$ cat src/include/shift_irq_pkg.sv
// constants for the serial shift register and interrupt logic
package shift_irq_pkg;
  // ----------------------------------------
  // register select codes
  // ----------------------------------------
  localparam logic [3:0] REG_TIMER_LATCH = 4'h8;
  localparam logic [3:0] REG_SHIFT = 4'hA;
  localparam logic [3:0] REG_AUX_CONTROL = 4'hB;
  localparam logic [3:0] REG_FLAGS = 4'hD;
  localparam logic [3:0] REG_ENABLES = 4'hE;
  // ----------------------------------------
  // field layout and reset values
  // ----------------------------------------
  localparam int MODE_LSB = 2;
  localparam int MODE_MSB = 4;
  localparam int SHIFT_FLAG_BIT = 2;
  localparam int SUMMARY_BIT = 7;
  localparam logic [7:0] AUX_RESET = 8'h00;
  localparam logic [7:0] LATCH_RESET = 8'h00;
  localparam logic [7:0] SHIFT_RESET = 8'h00;
  localparam logic [6:0] FLAGS_RESET = 7'h00;
  localparam logic [6:0] ENABLES_RESET = 7'h00;
  // ----------------------------------------
  // shift modes
  // ----------------------------------------
  localparam logic [2:0] MODE_DISABLED = 3'h0;
  localparam logic [2:0] MODE_IN_TIMER = 3'h1;
  localparam logic [2:0] MODE_IN_SYSCLK = 3'h2;
  localparam logic [2:0] MODE_IN_EXT = 3'h3;
  localparam logic [2:0] MODE_OUT_FREE = 3'h4;
  localparam logic [2:0] MODE_OUT_TIMER = 3'h5;
  localparam logic [2:0] MODE_OUT_SYSCLK = 3'h6;
  localparam logic [2:0] MODE_OUT_EXT = 3'h7;
  // ----------------------------------------
  // timing counts
  // ----------------------------------------
  localparam logic [8:0] TIMER_EXTRA = 9'h002;
  localparam logic [8:0] SYSCLK_HALF = 9'h001;
  localparam logic [2:0] LAST_BIT = 3'h7;
endpackage

$ cat src/include/flag_if.sv
// flag and enable signals between shift logic and flag registers
interface flag_if;
  logic [6:0] set_vec;
  logic [6:0] clear_vec;
  logic wr_enables;
  logic [7:0] wdata;
  logic [6:0] flags;
  logic [6:0] enables;
  logic irq_any;
  modport source (output set_vec, output clear_vec, output wr_enables, output wdata,
                  input flags, input enables, input irq_any);
  modport regs (input set_vec, input clear_vec, input wr_enables, input wdata,
                output flags, output enables, output irq_any);
endinterface

$ cat src/logic/irq_flag_regs.sv
// interrupt flag and enable registers
module irq_flag_regs (
  input wire logic i_clk,
  input wire logic i_reset,
  flag_if.regs bus
);
  // ----------------------------------------
  // flags and enables
  // ----------------------------------------
  always_ff @(posedge i_clk) begin
    if (i_reset) begin
      bus.flags <= shift_irq_pkg::FLAGS_RESET;
    end else begin
      bus.flags <= (bus.flags & ~bus.clear_vec) | bus.set_vec;
    end
  end

  always_ff @(posedge i_clk) begin
    if (i_reset) begin
      bus.enables <= shift_irq_pkg::ENABLES_RESET;
    end else if (bus.wr_enables) begin
      if (bus.wdata[shift_irq_pkg::SUMMARY_BIT]) begin
        bus.enables <= bus.enables | bus.wdata[6:0];
      end else begin
        bus.enables <= bus.enables & ~bus.wdata[6:0];
      end
    end
  end

  assign bus.irq_any = |(bus.flags & bus.enables);
endmodule

$ cat src/logic/shift_register_irq_logic.sv
// serial shift register with seven modes plus disabled and its interrupt flag logic
// Operation
// - external clock input: interrupt every eight bits
// - input access clears flag, restarts counter
// - capture data first cycle after clock rise
// - free-running output recirculates top bit
// - free-running output ignores bit counter
// - timer output access restarts eight shifts
// - after eight pulses stop, flag, hold data
// - system clock output shifts at half clock rate
// - external output: flag every eight pulses
// - external output access clears flag, counter
// - flags readable, write one clears flag
// - flag bit seven is active request summary
// - writing bit seven of flags does nothing
// - enable write with bit seven low clears
// - enable write with bit seven high sets
// - enable read shows bit seven as one
// - interrupt pin pulled low when request active
// - timer modes use latch low byte rate
module shift_register_irq_logic (
  input wire logic i_clk,
  input wire logic i_reset,
  input wire logic i_cs,
  input wire logic [3:0] i_rs,
  input wire logic i_rw,
  input wire logic [7:0] i_wdata,
  input wire logic [6:0] i_other_flags,
  input wire logic i_shift_clock_pin,
  input wire logic i_shift_data_pin,
  output logic [7:0] o_rdata,
  output logic o_shift_clock_pin,
  output logic o_shift_clock_pin_oe,
  output logic o_shift_data_pin,
  output logic o_shift_data_pin_oe,
  output logic o_irq_pin,
  output logic o_irq_pin_oe
);
  // ----------------------------------------
  // declarations
  // ----------------------------------------
  flag_if fl ();
  logic [7:0] aux;
  logic [7:0] latch;
  logic [7:0] serial_shift_reg;
  logic [2:0] mode;
  logic [2:0] bit_count;
  logic [8:0] half_count;
  logic [8:0] next_half;
  logic running;
  logic clk_meta;
  logic clk_sync;
  logic clk_prev;
  logic data_meta;
  logic data_sync;
  logic ext_rise;
  logic ext_fall;
  logic int_mode;
  logic timer_mode;
  logic out_mode;
  logic tick;
  logic shift_rise;
  logic shift_fall;
  logic shift_set;
  logic bus_write;
  logic bus_read;
  logic shift_access;

  irq_flag_regs flag_regs (
    .i_clk(i_clk),
    .i_reset(i_reset),
    .bus(fl.regs)
  );

  // ----------------------------------------
  // mode decode
  // ----------------------------------------
  assign mode = aux[shift_irq_pkg::MODE_MSB:shift_irq_pkg::MODE_LSB];
  assign timer_mode = (mode == shift_irq_pkg::MODE_IN_TIMER) || (mode == shift_irq_pkg::MODE_OUT_FREE) ||
                      (mode == shift_irq_pkg::MODE_OUT_TIMER);
  assign int_mode = timer_mode || (mode == shift_irq_pkg::MODE_IN_SYSCLK) ||
                    (mode == shift_irq_pkg::MODE_OUT_SYSCLK);
  assign out_mode = mode[2];
  assign bus_write = i_cs && !i_rw;
  assign bus_read = i_cs && i_rw;
  assign shift_access = i_cs && (i_rs == shift_irq_pkg::REG_SHIFT);

  // ----------------------------------------
  // pin synchronisers
  // ----------------------------------------
  always_ff @(posedge i_clk) begin
    if (i_reset) begin
      clk_meta <= 1'b1;
      clk_sync <= 1'b1;
      clk_prev <= 1'b1;
    end else begin
      clk_meta <= i_shift_clock_pin;
      clk_sync <= clk_meta;
      clk_prev <= clk_sync;
    end
  end

  always_ff @(posedge i_clk) begin
    if (i_reset) begin
      data_meta <= 1'b0;
      data_sync <= 1'b0;
    end else begin
      data_meta <= i_shift_data_pin;
      data_sync <= data_meta;
    end
  end

  assign ext_rise = clk_sync && !clk_prev;
  assign ext_fall = !clk_sync && clk_prev;

  // ----------------------------------------
  // shift clock generator
  // ----------------------------------------
  always_comb begin
    if (timer_mode) begin
      next_half = {1'b0, latch} + shift_irq_pkg::TIMER_EXTRA;
    end else begin
      next_half = shift_irq_pkg::SYSCLK_HALF;
    end
  end

  assign tick = int_mode && running && (half_count <= 9'h001);
  assign shift_rise = int_mode ? (tick && !o_shift_clock_pin) : ((mode[1:0] == 2'h3) && ext_rise);
  assign shift_fall = int_mode ? (tick && o_shift_clock_pin) : ((mode[1:0] == 2'h3) && ext_fall);

  always_ff @(posedge i_clk) begin
    if (i_reset) begin
      half_count <= 9'h000;
      o_shift_clock_pin <= 1'b1;
    end else if (shift_access || !running || !int_mode) begin
      half_count <= next_half;
      o_shift_clock_pin <= 1'b1;
    end else if (tick) begin
      half_count <= next_half;
      o_shift_clock_pin <= !o_shift_clock_pin;
    end else begin
      half_count <= half_count - 9'h001;
    end
  end

  always_ff @(posedge i_clk) begin
    if (i_reset) begin
      o_shift_clock_pin_oe <= 1'b0;
      o_shift_data_pin_oe <= 1'b0;
    end else begin
      o_shift_clock_pin_oe <= int_mode;
      o_shift_data_pin_oe <= out_mode;
    end
  end

  // ----------------------------------------
  // run control and bit counter
  // ----------------------------------------
  always_ff @(posedge i_clk) begin
    if (i_reset) begin
      running <= 1'b0;
    end else if (bus_write && i_rs == shift_irq_pkg::REG_AUX_CONTROL) begin
      running <= 1'b0;
    end else if (shift_access) begin
      running <= 1'b1;
    end else if (shift_rise && int_mode && bit_count == shift_irq_pkg::LAST_BIT &&
                 mode != shift_irq_pkg::MODE_OUT_FREE) begin
      running <= 1'b0;
    end
  end

  always_ff @(posedge i_clk) begin
    if (i_reset) begin
      bit_count <= 3'h0;
    end else if (shift_access) begin
      bit_count <= 3'h0;
    end else if (shift_rise) begin
      bit_count <= bit_count + 3'h1;
    end
  end

  assign shift_set = shift_rise && bit_count == shift_irq_pkg::LAST_BIT &&
                     mode != shift_irq_pkg::MODE_OUT_FREE && mode != shift_irq_pkg::MODE_DISABLED;

  // ----------------------------------------
  // shift register and data pin
  // ----------------------------------------
  always_ff @(posedge i_clk) begin
    if (i_reset) begin
      serial_shift_reg <= shift_irq_pkg::SHIFT_RESET;
    end else if (bus_write && i_rs == shift_irq_pkg::REG_SHIFT) begin
      serial_shift_reg <= i_wdata;
    end else if (!out_mode && mode != shift_irq_pkg::MODE_DISABLED && shift_rise) begin
      serial_shift_reg <= {serial_shift_reg[6:0], data_sync};
    end else if (out_mode && shift_fall) begin
      serial_shift_reg <= {serial_shift_reg[6:0], serial_shift_reg[7]};
    end
  end

  always_ff @(posedge i_clk) begin
    if (i_reset) begin
      o_shift_data_pin <= 1'b0;
    end else if (out_mode && shift_fall) begin
      o_shift_data_pin <= serial_shift_reg[7];
    end
  end

  // ----------------------------------------
  // control registers and flag traffic
  // ----------------------------------------
  always_ff @(posedge i_clk) begin
    if (i_reset) begin
      aux <= shift_irq_pkg::AUX_RESET;
      latch <= shift_irq_pkg::LATCH_RESET;
    end else if (bus_write && i_rs == shift_irq_pkg::REG_AUX_CONTROL) begin
      aux <= i_wdata;
    end else if (bus_write && i_rs == shift_irq_pkg::REG_TIMER_LATCH) begin
      latch <= i_wdata;
    end
  end

  always_comb begin
    fl.set_vec = i_other_flags;
    fl.set_vec[shift_irq_pkg::SHIFT_FLAG_BIT] = shift_set;
    fl.clear_vec = (bus_write && i_rs == shift_irq_pkg::REG_FLAGS) ? i_wdata[6:0] : 7'h00;
    if (shift_access || mode == shift_irq_pkg::MODE_DISABLED) begin
      fl.clear_vec[shift_irq_pkg::SHIFT_FLAG_BIT] = 1'b1;
    end
  end

  assign fl.wr_enables = bus_write && (i_rs == shift_irq_pkg::REG_ENABLES);
  assign fl.wdata = i_wdata;

  // ----------------------------------------
  // read data and interrupt pin
  // ----------------------------------------
  always_ff @(posedge i_clk) begin
    if (i_reset) begin
      o_rdata <= 8'h00;
    end else if (bus_read) begin
      case (i_rs)
        shift_irq_pkg::REG_SHIFT: o_rdata <= serial_shift_reg;
        shift_irq_pkg::REG_AUX_CONTROL: o_rdata <= aux;
        shift_irq_pkg::REG_FLAGS: o_rdata <= {fl.irq_any, fl.flags};
        shift_irq_pkg::REG_ENABLES: o_rdata <= {1'b1, fl.enables};
        default: o_rdata <= 8'h00;
      endcase
    end
  end

  always_ff @(posedge i_clk) begin
    if (i_reset) begin
      o_irq_pin <= 1'b0;
      o_irq_pin_oe <= 1'b0;
    end else begin
      o_irq_pin <= 1'b0;
      o_irq_pin_oe <= fl.irq_any;
    end
  end
endmodule

$ cat config.mk
export PLATFORM = sky130hd
export DESIGN_NAME = shift_register_irq_logic
export DESIGN_NICKNAME = d
export VERILOG_FILES = /design/src/include/shift_irq_pkg.sv /design/src/include/flag_if.sv /design/src/logic/irq_flag_regs.sv /design/src/logic/shift_register_irq_logic.sv
export SDC_FILE = /design/constraint.sdc
export NUM_CORES = 1
export LEC_CHECK = 0
export ABC_CLOCK_PERIOD_IN_PS = 3100
export BUFFER_PORTS_ARGS = -buffer_cell sky130_fd_sc_hd__buf_2
export CORE_AREA = 2 2 108 110
export DETAILED_ROUTE_END_ITERATION = 8
export DIE_AREA = 0 0 110 112
export GPL_ROUTABILITY_DRIVEN = 0
export GPL_TIMING_DRIVEN = 1
export PLACE_DENSITY = 0.44
export SYNTH_ARGS = -nofsm -noshare
export SYNTH_HDL_FRONTEND = slang
export SYNTH_SLANG_ARGS = --single-unit
export TNS_END_PERCENT = 1
$ cat constraint.sdc
create_clock -name i_clk -period 3.1 [get_ports i_clk]
set_input_delay 0 -clock i_clk [delete_from_list [all_inputs] [get_ports i_clk]]
set_output_delay 0 -clock i_clk [all_outputs]
set_load 0.01 [all_outputs]
* After elaboration in Yosys (flattened, before gate mapping)
Cells that the tools add are included.
** Word-level totals
- Register bits after elaboration :: 69
- Output and inout bits :: 14
** Cells by class
- Add/sub/neg operators :: 3
- Order comparisons :: 1
- Equal/unequal tests :: 13
- Mux-type cells :: 14
- Bitwise logic cells :: 8
- Reduce and logical (&&, ||, !) cells :: 48
** Operators with widths (count)
- $pmux 8 s4 :: 1
- $mux 9 :: 3
- $logic_and 1x1->1 :: 25
- $mux 8 :: 3
- $and 7x7->7 :: 3
- $eq 4x4->1 const B :: 5
- $mux 7 :: 2
- $not 7->7 :: 2
- $or 7x7->7 :: 2
- $eq 3x3->1 const B :: 4
- $add 8x2->9 const B :: 1
- $le 9x1->1 const B :: 1
- $sub 9x1->9 const B :: 1
- $logic_not 1->1 :: 7
- $logic_or 1x1->1 :: 7
- $reduce_or 7->1 :: 1
- $reduce_bool 3->1 :: 2
- $reduce_or 2->1 :: 3
- $mux 1 :: 5
- $add 3x1->3 const B :: 1
- $eq 3x1->1 const B :: 1
- $eq 3x2->1 const B :: 1
- $logic_not 3->1 :: 1
- $ne 3x3->1 const B :: 1
- other kinds (4) :: 4

* Longest topological paths before layout
Gate-level depths: netlist (run 1).
- Depth in word-level cells :: 14
- Depth in mapped cells :: 8

* By module
Synthesis (run 1) repeated with hierarchy kept, for this count alone.
** Unflattened totals
- Cells, all modules :: 387
- Area total of the unflattened synthesis :: 3445.8 sq um
** By module, submodules not included
- shift_register_irq_logic :: times used 1, cells each 325, area each 2862.7 sq um, sequential area each 1101.1 sq um
- irq_flag_regs :: times used 1, cells each 62, area each 583.1 sq um, sequential area each 280.3 sq um

* Least setup slack after synthesis (run 1)
No wires, ideal clock.
- Path kind :: reg2reg
- From :: register aux[2]
- To :: register serial_shift_reg[5]
- Setup time :: 0.122 ns
- Arrival time :: 1.633 ns
- Path slack :: 1.345 ns
- Cell stages (with the launch flop) :: 8
- Clock period less this slack :: 1.755 ns
- Path through :: dfxtp_1 > buf_2 > or3_4 > o211a_1 > a22oi_1 > buf_2 > o21ai_0 > o311a_1
** Between the ends
- Cells in the longest elaborated chain, start to end :: 12
- Elaborated cells on any way between the ends :: 25
- Classes of those cells :: eq/ne: 6; mux: 4; reduce/logical: 15
** RTL lines
- start: declaration :: RTL line shift_register_irq_logic.sv:43 : logic [7:0] aux;
- start signal: assignment :: RTL line shift_register_irq_logic.sv:213 : aux <= shift_irq_pkg::AUX_RESET;
- start signal: assignment :: RTL line shift_register_irq_logic.sv:216 : aux <= i_wdata;
- $eq 3x1->1 or $eq 3x3->1 (tied branches) :: RTL line shift_register_irq_logic.sv:79 : assign timer_mode = (mode == shift_irq_pkg::MODE_IN_TIMER) || (mode == shift_irq_pkg::MODE_OUT_FREE) ||
- $logic_or 1x1->1 (2 in series) :: RTL line shift_register_irq_logic.sv:79
- $logic_or 1x1->1 (2 in series) :: RTL line shift_register_irq_logic.sv:81 : assign int_mode = timer_mode || (mode == shift_irq_pkg::MODE_IN_SYSCLK) ||
- $logic_and 1x1->1 (2 in series) :: RTL line shift_register_irq_logic.sv:127 : assign tick = int_mode && running && (half_count <= 9'h001);
- $logic_and 1x1->1 :: RTL line shift_register_irq_logic.sv:128 : assign shift_rise = int_mode ? (tick && !o_shift_clock_pin) : ((mode[1:0] == 2'h3) && ext_rise);
- $mux 1 :: RTL line shift_register_irq_logic.sv:128
- $logic_and 1x1->1 :: RTL line shift_register_irq_logic.sv:193 : end else if (!out_mode && mode != shift_irq_pkg::MODE_DISABLED && shift_rise) begin
- $mux 8 :: RTL line shift_register_irq_logic.sv:193
- $mux 8 :: RTL line shift_register_irq_logic.sv:191 : end else if (bus_write && i_rs == shift_irq_pkg::REG_SHIFT) begin
- end signal: assignment :: RTL line shift_register_irq_logic.sv:190 : serial_shift_reg <= shift_irq_pkg::SHIFT_RESET;
- end signal: assignment :: RTL line shift_register_irq_logic.sv:192 : serial_shift_reg <= i_wdata;
- end signal: assignment :: RTL line shift_register_irq_logic.sv:194 : serial_shift_reg <= {serial_shift_reg[6:0], data_sync};
- end: declaration :: RTL line shift_register_irq_logic.sv:45 : logic [7:0] serial_shift_reg;
Parallel ways exist; a longest one is shown, timed or not.
A chain may end at the register's enable or synchronous reset.

* Final worst setup path (run 1)
- From :: register aux[3]
- To :: register half_count[1]
** Between the ends
- Cells in the longest elaborated chain, start to end :: 9
- Elaborated cells on any way between the ends :: 16
- Classes of those cells :: eq/ne: 5; mux: 3; reduce/logical: 8
** RTL lines
- $eq 3x1->1 or $eq 3x3->1 (tied branches) :: RTL line shift_register_irq_logic.sv:79
- $logic_or 1x1->1 (2 in series) :: RTL line shift_register_irq_logic.sv:79
- $logic_or 1x1->1 (2 in series) :: RTL line shift_register_irq_logic.sv:81
- $logic_and 1x1->1 (2 in series) :: RTL line shift_register_irq_logic.sv:127
- $mux 9 :: RTL line shift_register_irq_logic.sv:138 : end else if (tick) begin
- $mux 9 (*) :: RTL line shift_register_irq_logic.sv:135 : end else if (shift_access || !running || !int_mode) begin
- end signal: assignment :: RTL line shift_register_irq_logic.sv:136 : half_count <= next_half;
- end signal: assignment :: RTL line shift_register_irq_logic.sv:139 : half_count <= next_half;
- end signal: assignment :: RTL line shift_register_irq_logic.sv:142 : half_count <= half_count - 9'h001;
- end: declaration :: RTL line shift_register_irq_logic.sv:48 : logic [8:0] half_count;
Mark *: on every way between the ends. The rest lies on a longest branch, timed or not.

==> metrics.log, run 1 <==
[metrics] switching part of the total: 22.09%
[metrics] type of element capturing the critical path: register
[metrics] clock slew at reported path FFs: 0.06 ns
[metrics] internal power summed over all cells: between 1.5 and 2 mW
[metrics] final routed wire length divided by cell count: approximately 16 um
[metrics] number of filler cells placed in the layout: between 1000 and 1500
[metrics] share of synthesized flip-flops with an asynchronous set or reset: 0%
[metrics] antenna violations before repair: 0
[metrics] DR iter-0 viols: between 150 and 200
[metrics] Detailed Route WL: around 9100 um
[metrics] vias in the first global route: 2668
[metrics] number of enable-type register cells in the synthesized netlist: 0
[metrics] crit path from: aux[3]
[metrics] post-CTS setup-driven buffer insertion count: 0
[metrics] Avg Cell Area, Syn: between 8 and 9 um2
[metrics] Cell Pwr Density: around 530 nW/um2
[metrics] post-placement worst setup slack: just under 1 ns
[metrics] RSZ-0062 raised after global routing: false
[metrics] critical path class: reg2reg
[metrics] Lkg Pwr: approximately 1.7 nW
[metrics] DRC violation count after routing: 0
[metrics] commonest non-fill, non-tap cell in the layout: sky130_fd_sc_hd__dfxtp_1
[metrics] Pins Over Slew Limit: 0
[metrics] critical path data arrival time: between 2 and 2.5 ns
[metrics] upper clock frequency limit: 500.4 MHz
[metrics] most frequent cells in the layout: sky130_fd_sc_hd__dfxtp_1, sky130_fd_sc_hd__nor2_1, sky130_fd_sc_hd__buf_2, sky130_fd_sc_hd__nand2_1, sky130_fd_sc_hd__mux2i_1
[metrics] 1st-pass router iterations: 4
[metrics] kind of path behind the tightest hold check: in2reg
[metrics] accumulated negative setup slack: 0 ns
[metrics] total design power: 2.142 mW
[metrics] post-detailed-route count of antenna-violating nets: 0
[metrics] Via Count: approximately 2900
[metrics] fraction of synthesized cell area taken by the top area cell type: 41.12%
[metrics] final period demand of the worst path: 1.998 ns
[metrics] number of warnings issued by yosys: 0
[metrics] Worst path top cell family by delay: simple AND/OR/NAND/NOR gates
[metrics] Hold Violations, Final: 0
[metrics] Gate Count Post-Synth: between 300 and 400
[metrics] Post-synth top flop: sky130_fd_sc_hd__dfxtp_1
[metrics] remaining global-route overflow: 0
[metrics] Worst Slack Setup Final: around 1.1 ns
[metrics] worst reg2reg path startpoint: aux[3]
[metrics] clk root buf: sky130_fd_sc_hd__clkbuf_16
[metrics] crit share post-route: between 60 and 70%
[metrics] sequential share of the synthesized area: between 40 and 50%
[metrics] Max Root-Sink Buffers: 2
[metrics] uppermost signal routing layer after detailed routing: met4
[metrics] Psw: about 0.47 mW
[metrics] main area contributors after synthesis: sky130_fd_sc_hd__dfxtp_1, sky130_fd_sc_hd__mux2i_1, sky130_fd_sc_hd__nor2_1
[metrics] number of synthesized register bits: 69
[metrics] clock sink count: between 60 and 70
[metrics] number of clock buffers inserted by TritonCTS: 9
[metrics] worst hold path depth: 3
[metrics] Clk Latency, worst-skew pair: 0.33 ns
[metrics] Comb pwr share: approximately 6.0%
[metrics] count of buffers from port buffering: 36
[metrics] category of the worst setup path launch point: register
[metrics] TritonCTS clock tree: built
[metrics] Yosys cell types: between 50 and 60
[metrics] area of the die: between 10000 and 15000 um2
[metrics] max capacitance violation total: 0
[metrics] maximum number of pins on one net before global-route repair: 56
[metrics] area added between synthesis and finish: 20.71%
[metrics] Syn Std Cell Area: around 3400 um2
[metrics] first-pass GRT wire length: 14500 um
[metrics] post-layout utilization of the core: a little over a third
[metrics] clock share of power: between 50% and 60%
[metrics] starting utilization of the core area: between 30% and 40%
[metrics] Hold Path Origin: i_wdata[6]
[metrics] headroom to the max-slew limit: 41.49%
[metrics] post-cts sizing count: 0
[metrics] Slowest-stage cell, CP: sky130_fd_sc_hd__or3_4
[metrics] diode count: 0
[metrics] floorplan die height: around 110 um
[metrics] core box area: between 10000 and 15000 um2
[metrics] global-route usage over all layers: 15.55%
[metrics] Vias per Instance: between 5 and 6
[metrics] end of the worst register-to-register path: half_count[1]
[metrics] area leader, netlist: sky130_fd_sc_hd__dfxtp_1
[metrics] reg2reg path depth: 5
[metrics] number of setup violations in the final report: 0
[metrics] number of I/O pins: 39
[metrics] floorplan row count: 39
[metrics] run status: completed
[metrics] top fanout value on the critical path: 13
[metrics] sum of net half-perimeters after detailed placement: 6486 um
[metrics] delay of the slowest cell on the worst path: 0.46 ns
[metrics] IR Drop Worst-Case VDD: 0.2846 mV
[metrics] data required time of the critical path: 3.35 ns
[metrics] clock skew after layout: approximately 0.0069 ns
[metrics] met3 routed WL: 337 um
[metrics] chain of cells forming the critical path: or3_4, nor2b_1, and3_1, or3_1, a21oi_1
[metrics] transition time of the tightest slew-check pin: slightly below 0.9 ns
[metrics] post-synthesis net count: 408
[metrics] relative contribution of sequential cells to total power: a little over two fifths
[metrics] routed length on met1: ~4500 um
[metrics] length of routed met2 wiring: between 4000 and 5000 um
[metrics] layout cells sized above 1: ~17%
[metrics] Die X-Extent: roughly 110 um
[metrics] number of levels the H-tree was split into: 3
[metrics] Worst Path Buf+Inv: 0
[metrics] # nets final: between 400 and 500
[metrics] flop-to-flop setup slack: between 1 and 1.5 ns
## per-stage QoR
stage | std cells | hold slack, ns | cell area, um2
after floorplan | 378 | 0.1038 | 3359
after global placement | 539 | 0.1875 | 3661
after detailed placement | 539 | 0.1858 | 3661
after CTS | 562 | 0.007597 | 4055
after global routing | 562 | 0.01315 | 4055
final | 562 | 0.009218 | 4055
## repair_timing
item,4_1_cts,5_1_grt
hold endpoints to repair,8,0
hold buffers,8,0
endpoints found under the setup margin,0,0
## cells by family after synthesis
family	after synthesis	synth area share (%)
xor+xnor	14	3.650
buf+inv	28	3.576
flops	69	41.12
other cells	1	0.1116
simple gates	137	21.08
compound gates	88	17.80
mux	36	10.80
fa+ha+maj	5	1.862
## cells in the mapped netlist (2+ instances only)
library cell               number
sky130_fd_sc_hd__a211oi_1       4
sky130_fd_sc_hd__a21o_1         2
sky130_fd_sc_hd__a21oi_1       23
sky130_fd_sc_hd__a22oi_1       17
sky130_fd_sc_hd__a31oi_1        2
sky130_fd_sc_hd__and3_1         7
sky130_fd_sc_hd__buf_2          9
sky130_fd_sc_hd__clkbuf_1      13
sky130_fd_sc_hd__dfxtp_1       69
sky130_fd_sc_hd__ha_1           5
sky130_fd_sc_hd__inv_1          5
sky130_fd_sc_hd__mux2_2         2
sky130_fd_sc_hd__mux2i_1       34
sky130_fd_sc_hd__nand2_1       35
sky130_fd_sc_hd__nand2b_1       2
sky130_fd_sc_hd__nand3_1       17
sky130_fd_sc_hd__nand4_1        2
sky130_fd_sc_hd__nand4b_1       2
sky130_fd_sc_hd__nor2_1        39
sky130_fd_sc_hd__nor2b_1        8
sky130_fd_sc_hd__nor3_1         2
sky130_fd_sc_hd__nor4_1         4
sky130_fd_sc_hd__o211ai_1       2
sky130_fd_sc_hd__o21ai_0       12
sky130_fd_sc_hd__o22ai_1        7
sky130_fd_sc_hd__o311a_1        8
sky130_fd_sc_hd__o31a_1         2
sky130_fd_sc_hd__or2_2          4
sky130_fd_sc_hd__or3_1          3
sky130_fd_sc_hd__xnor2_1        6
sky130_fd_sc_hd__xor2_1         8
## cell type report
type                            instances  area, um2  area share, %
Timing Repair Buffer                   49      297.8          7.343
Clock buffer                           10      239.0          5.893
Multi-Input combinational cell        281       1864          45.97
Tap cell                              143      178.9          4.412
Clock inverter                          5      75.07          1.851
Inverter                                5      18.77         0.4628
Sequential cell                        69       1381          34.06
## power by group through the flow
stage / Combinational [mW] / Sequential, mW / Clock [mW]
after floorplan: 0.0751 / 0.928 / 0
after global placement: 0.121 / 0.932 / 0
after detailed placement: 0.122 / 0.933 / 0
after CTS: 0.130 / 0.913 / 1.12
after global routing: 0.143 / 0.915 / 1.16
final: 0.128 / 0.913 / 1.10
## how the worst max path moves through the flow
stage | endpoint | slack (ns) | cells past startpoint
after floorplan | serial_shift_reg[5] | 1.35 | 7
after global placement | flag_regs.bus.flags[6] | 1.01 | 6
after detailed placement | flag_regs.bus.flags[3] | 0.97 | 6
after CTS | half_count[1] | 1.09 | 5
after global routing | half_count[1] | 0.97 | 5
final | half_count[1] | 1.10 | 5
## routing by layer
layer	vias up	track usage, %
li1	1447	-
met1	1346	22.17
met2	63	23.31
met3	8	1.991
met4	0	6.751
met5	-	0
## worst register-to-register path, delay by kind of cell (launching register included)
kind | cells | cell delay [ns]
AND/OR/NAND/NOR | 4 | 1.36
flip-flops | 1 | 0.43
AO/OA/AOI/OAI | 1 | 0.14
Power figures use the tool's default switching activity.
==> run 2: changes to the inputs <==
ABC_CLOCK_PERIOD_IN_PS = 1700   (was 3100)
PLACE_DENSITY = 0.45   (was 0.44)
clock period = 1.7 ns   (was 3.1 ns; I/O delays follow)
==> run 2 against run 1 <==
Net effect: the flow now finishes with violations (negative setup slack); hold slack improved by 0.0060 ns; largest cell class unchanged; critical endpoint is now flag_regs.bus.flags[2]; clock skew is 0.0011 ns higher; power rose by 82%; first-iteration DRC count down 6.7%; sequential power increased by 82%; via count grew 4.6%; clock power up 78%; count of clock-buffer cells in the layout is 1 higher; sequential share of layout area is 2.3 points lower.
==> metrics.log, run 2 (synthesis results as in run 1) <==
[metrics] run status: finished with violations
[metrics] violations in the final reports: negative setup slack
[metrics] final period demand of the worst path: ~1.7 ns
[metrics] remaining global-route overflow: 0
[metrics] floorplan row count: 39
[metrics] Comb pwr share: 6.8%
[metrics] clock share of power: between 50% and 60%
[metrics] Via Count: 2996
[metrics] Max Root-Sink Buffers: 2
[metrics] GR met3 Demand/Resource: between 2 and 3%
[metrics] top fanout value on the critical path: 4
[metrics] upper clock frequency limit: between 500 and 600 MHz
[metrics] clk root buf: sky130_fd_sc_hd__clkbuf_16
[metrics] vias in the first global route: between 2000 and 3000
[metrics] total design power: between 3 and 4 mW
[metrics] Psw: around 0.86 mW
[metrics] clock sink count: about 70
[metrics] number of setup violations in the final report: 1
[metrics] kind of path behind the tightest hold check: in2reg
[metrics] category of the worst setup path launch point: register
[metrics] met2 track demand over resource: between 20 and 30%
[metrics] 1st-pass router iterations: 4
[metrics] area of the die: about 12000 um2
[metrics] antenna violations before repair: 0
[metrics] layout cells sized above 1: between 20% and 30%
[metrics] internal power summed over all cells: 3.034 mW
[metrics] number of filler cells placed in the layout: 1155
[metrics] crit share post-route: 100.7%
[metrics] most frequent cells in the layout: sky130_fd_sc_hd__dfxtp_1, sky130_fd_sc_hd__nor2_1, sky130_fd_sc_hd__buf_2, sky130_fd_sc_hd__nand2_1, sky130_fd_sc_hd__buf_4
[metrics] Vias per Instance: between 5 and 6
[metrics] TritonCTS clock tree: built
[metrics] Clk Latency, worst-skew pair: around 0.33 ns
[metrics] max capacitance violation total: 0
[metrics] post-detailed-route count of antenna-violating nets: 0
[metrics] Die X-Extent: 110 um
[metrics] relative contribution of sequential cells to total power: between 40% and 50%
[metrics] Hold Slack: approximately 0.015 ns
[metrics] most heavily used metal layer in global routing: met2
[metrics] global-route usage over all layers: 17.17%
[metrics] RSZ-0062 raised after global routing: true
[metrics] number of clock buffers inserted by TritonCTS: 9
[metrics] post-CTS setup-driven buffer insertion count: 0
[metrics] # nets final: roughly 480
[metrics] number of I/O pins: 39
[metrics] sum of net half-perimeters after detailed placement: ~7000 um
[metrics] post-placement worst setup slack: -0.06080 ns
[metrics] critical path data arrival time: about 2.0 ns
[metrics] Pins Over Slew Limit: 0
[metrics] final routed wire length divided by cell count: around 16 um
[metrics] type of element capturing the critical path: register
[metrics] clock slew at reported path FFs: about 0.06 ns
[metrics] area added between synthesis and finish: 29.94%
[metrics] DR iter-0 viols: roughly 150
[metrics] Cell Pwr Density: around 890 nW/um2
[metrics] diode count: 0
[metrics] critical path class: reg2reg
[metrics] IR Drop Worst-Case VDD: 0.3368 mV
[metrics] first-pass GRT wire length: around 16000 um
[metrics] core box area: 11170 um2
[metrics] count of buffers from port buffering: 36
[metrics] clock skew after layout: 0.008002 ns
[metrics] starting utilization of the core area: 30.06%
[metrics] DRC violation count after routing: 0
[metrics] commonest non-fill, non-tap cell in the layout: sky130_fd_sc_hd__dfxtp_1
[metrics] data required time of the critical path: between 1.5 and 2 ns
[metrics] floorplan die height: about 110 um
[metrics] Detailed Route WL: 9446 um
[metrics] Worst Slack Setup Final: -0.01223 ns
[metrics] switching part of the total: between 20% and 30%
[metrics] Hold Violations, Final: 0
[metrics] maximum number of pins on one net before global-route repair: 32
[metrics] Lkg Pwr: roughly 1.9 nW
[metrics] number of levels the H-tree was split into: 3
[metrics] met1 layer usage reported by global route: about a quarter
-- run 2: metrics by stage --
stage / setup TNS (ns) / util [%] / cell area, um2 / cells
2_1_floorplan: -0.05541 / - / 3368 / 378
3_3_place_gp: -0.2795 / 35.07 / 3919 / 571
3_5_place_dp: -0.4098 / 35.07 / 3919 / 571
4_1_cts: -0.08305 / 38.83 / 4339 / 596
5_1_grt: -1.075 / 39.07 / 4365 / 596
6_report: -0.01223 / 39.07 / 4365 / 596
-- run 2: layer usage --
layer	vias to the layer above	wire, um
li1	1514	-
met1	1422	4699
met2	44	4253
met3	16	229
met4	0	263
met5	-	0
-- run 2: power by group through the flow --
stage / clock, mW / combinational, mW / sequential [mW]
4_1_cts: 2.00 / 0.264 / 1.66
3_3_place_gp: 0 / 0.244 / 1.70
6_report: 1.96 / 0.266 / 1.66
3_5_place_dp: 0 / 0.245 / 1.70
2_1_floorplan: 0 / 0.138 / 1.69
5_1_grt: 2.08 / 0.296 / 1.67
-- run 2: area by class of cell --
class	count	area, um2	area share, %
clock buffers	11	232.7	5.331
clock inverters	4	73.82	1.691
inverters	5	18.77	0.4299
multi-input cells	281	1901	43.54
flip-flops and latches	69	1386	31.76
well taps	143	178.9	4.099
repair buffers	83	574.3	13.16
-- run 2: worst paths after layout --
path                 startpoint                     end  slack, ns  depth (start not counted)
hold / removal       i_wdata[5]                register       0.02                          3
setup reg to reg  half_count[6]  flag_regs.bus.flags[2]      -0.01                          5
hold reg to reg        clk_meta                clk_sync       0.41                          1
setup / recovery  half_count[6]  flag_regs.bus.flags[2]      -0.01                          5
-- run 2: critical path, cell delays in order, from the launching register on --
cell	delay [ns]
sky130_fd_sc_hd__dfxtp_2	0.33
sky130_fd_sc_hd__nor4_4	0.37
sky130_fd_sc_hd__nand3_2	0.14
sky130_fd_sc_hd__o31a_1	0.32
sky130_fd_sc_hd__or3b_1	0.35
sky130_fd_sc_hd__a21oi_1	0.14
-- run 2: what timing repair did --
| action | 4_1_cts | 5_1_grt |
|---|---|---|
| endpoints found under the setup margin | 9 | 22 |
| pin swaps | 4 | 5 |
| hold buffers | 10 | 0 |
| endpoints found under the hold margin | 15 | 0 |
| resized for setup | 5 | 9 |
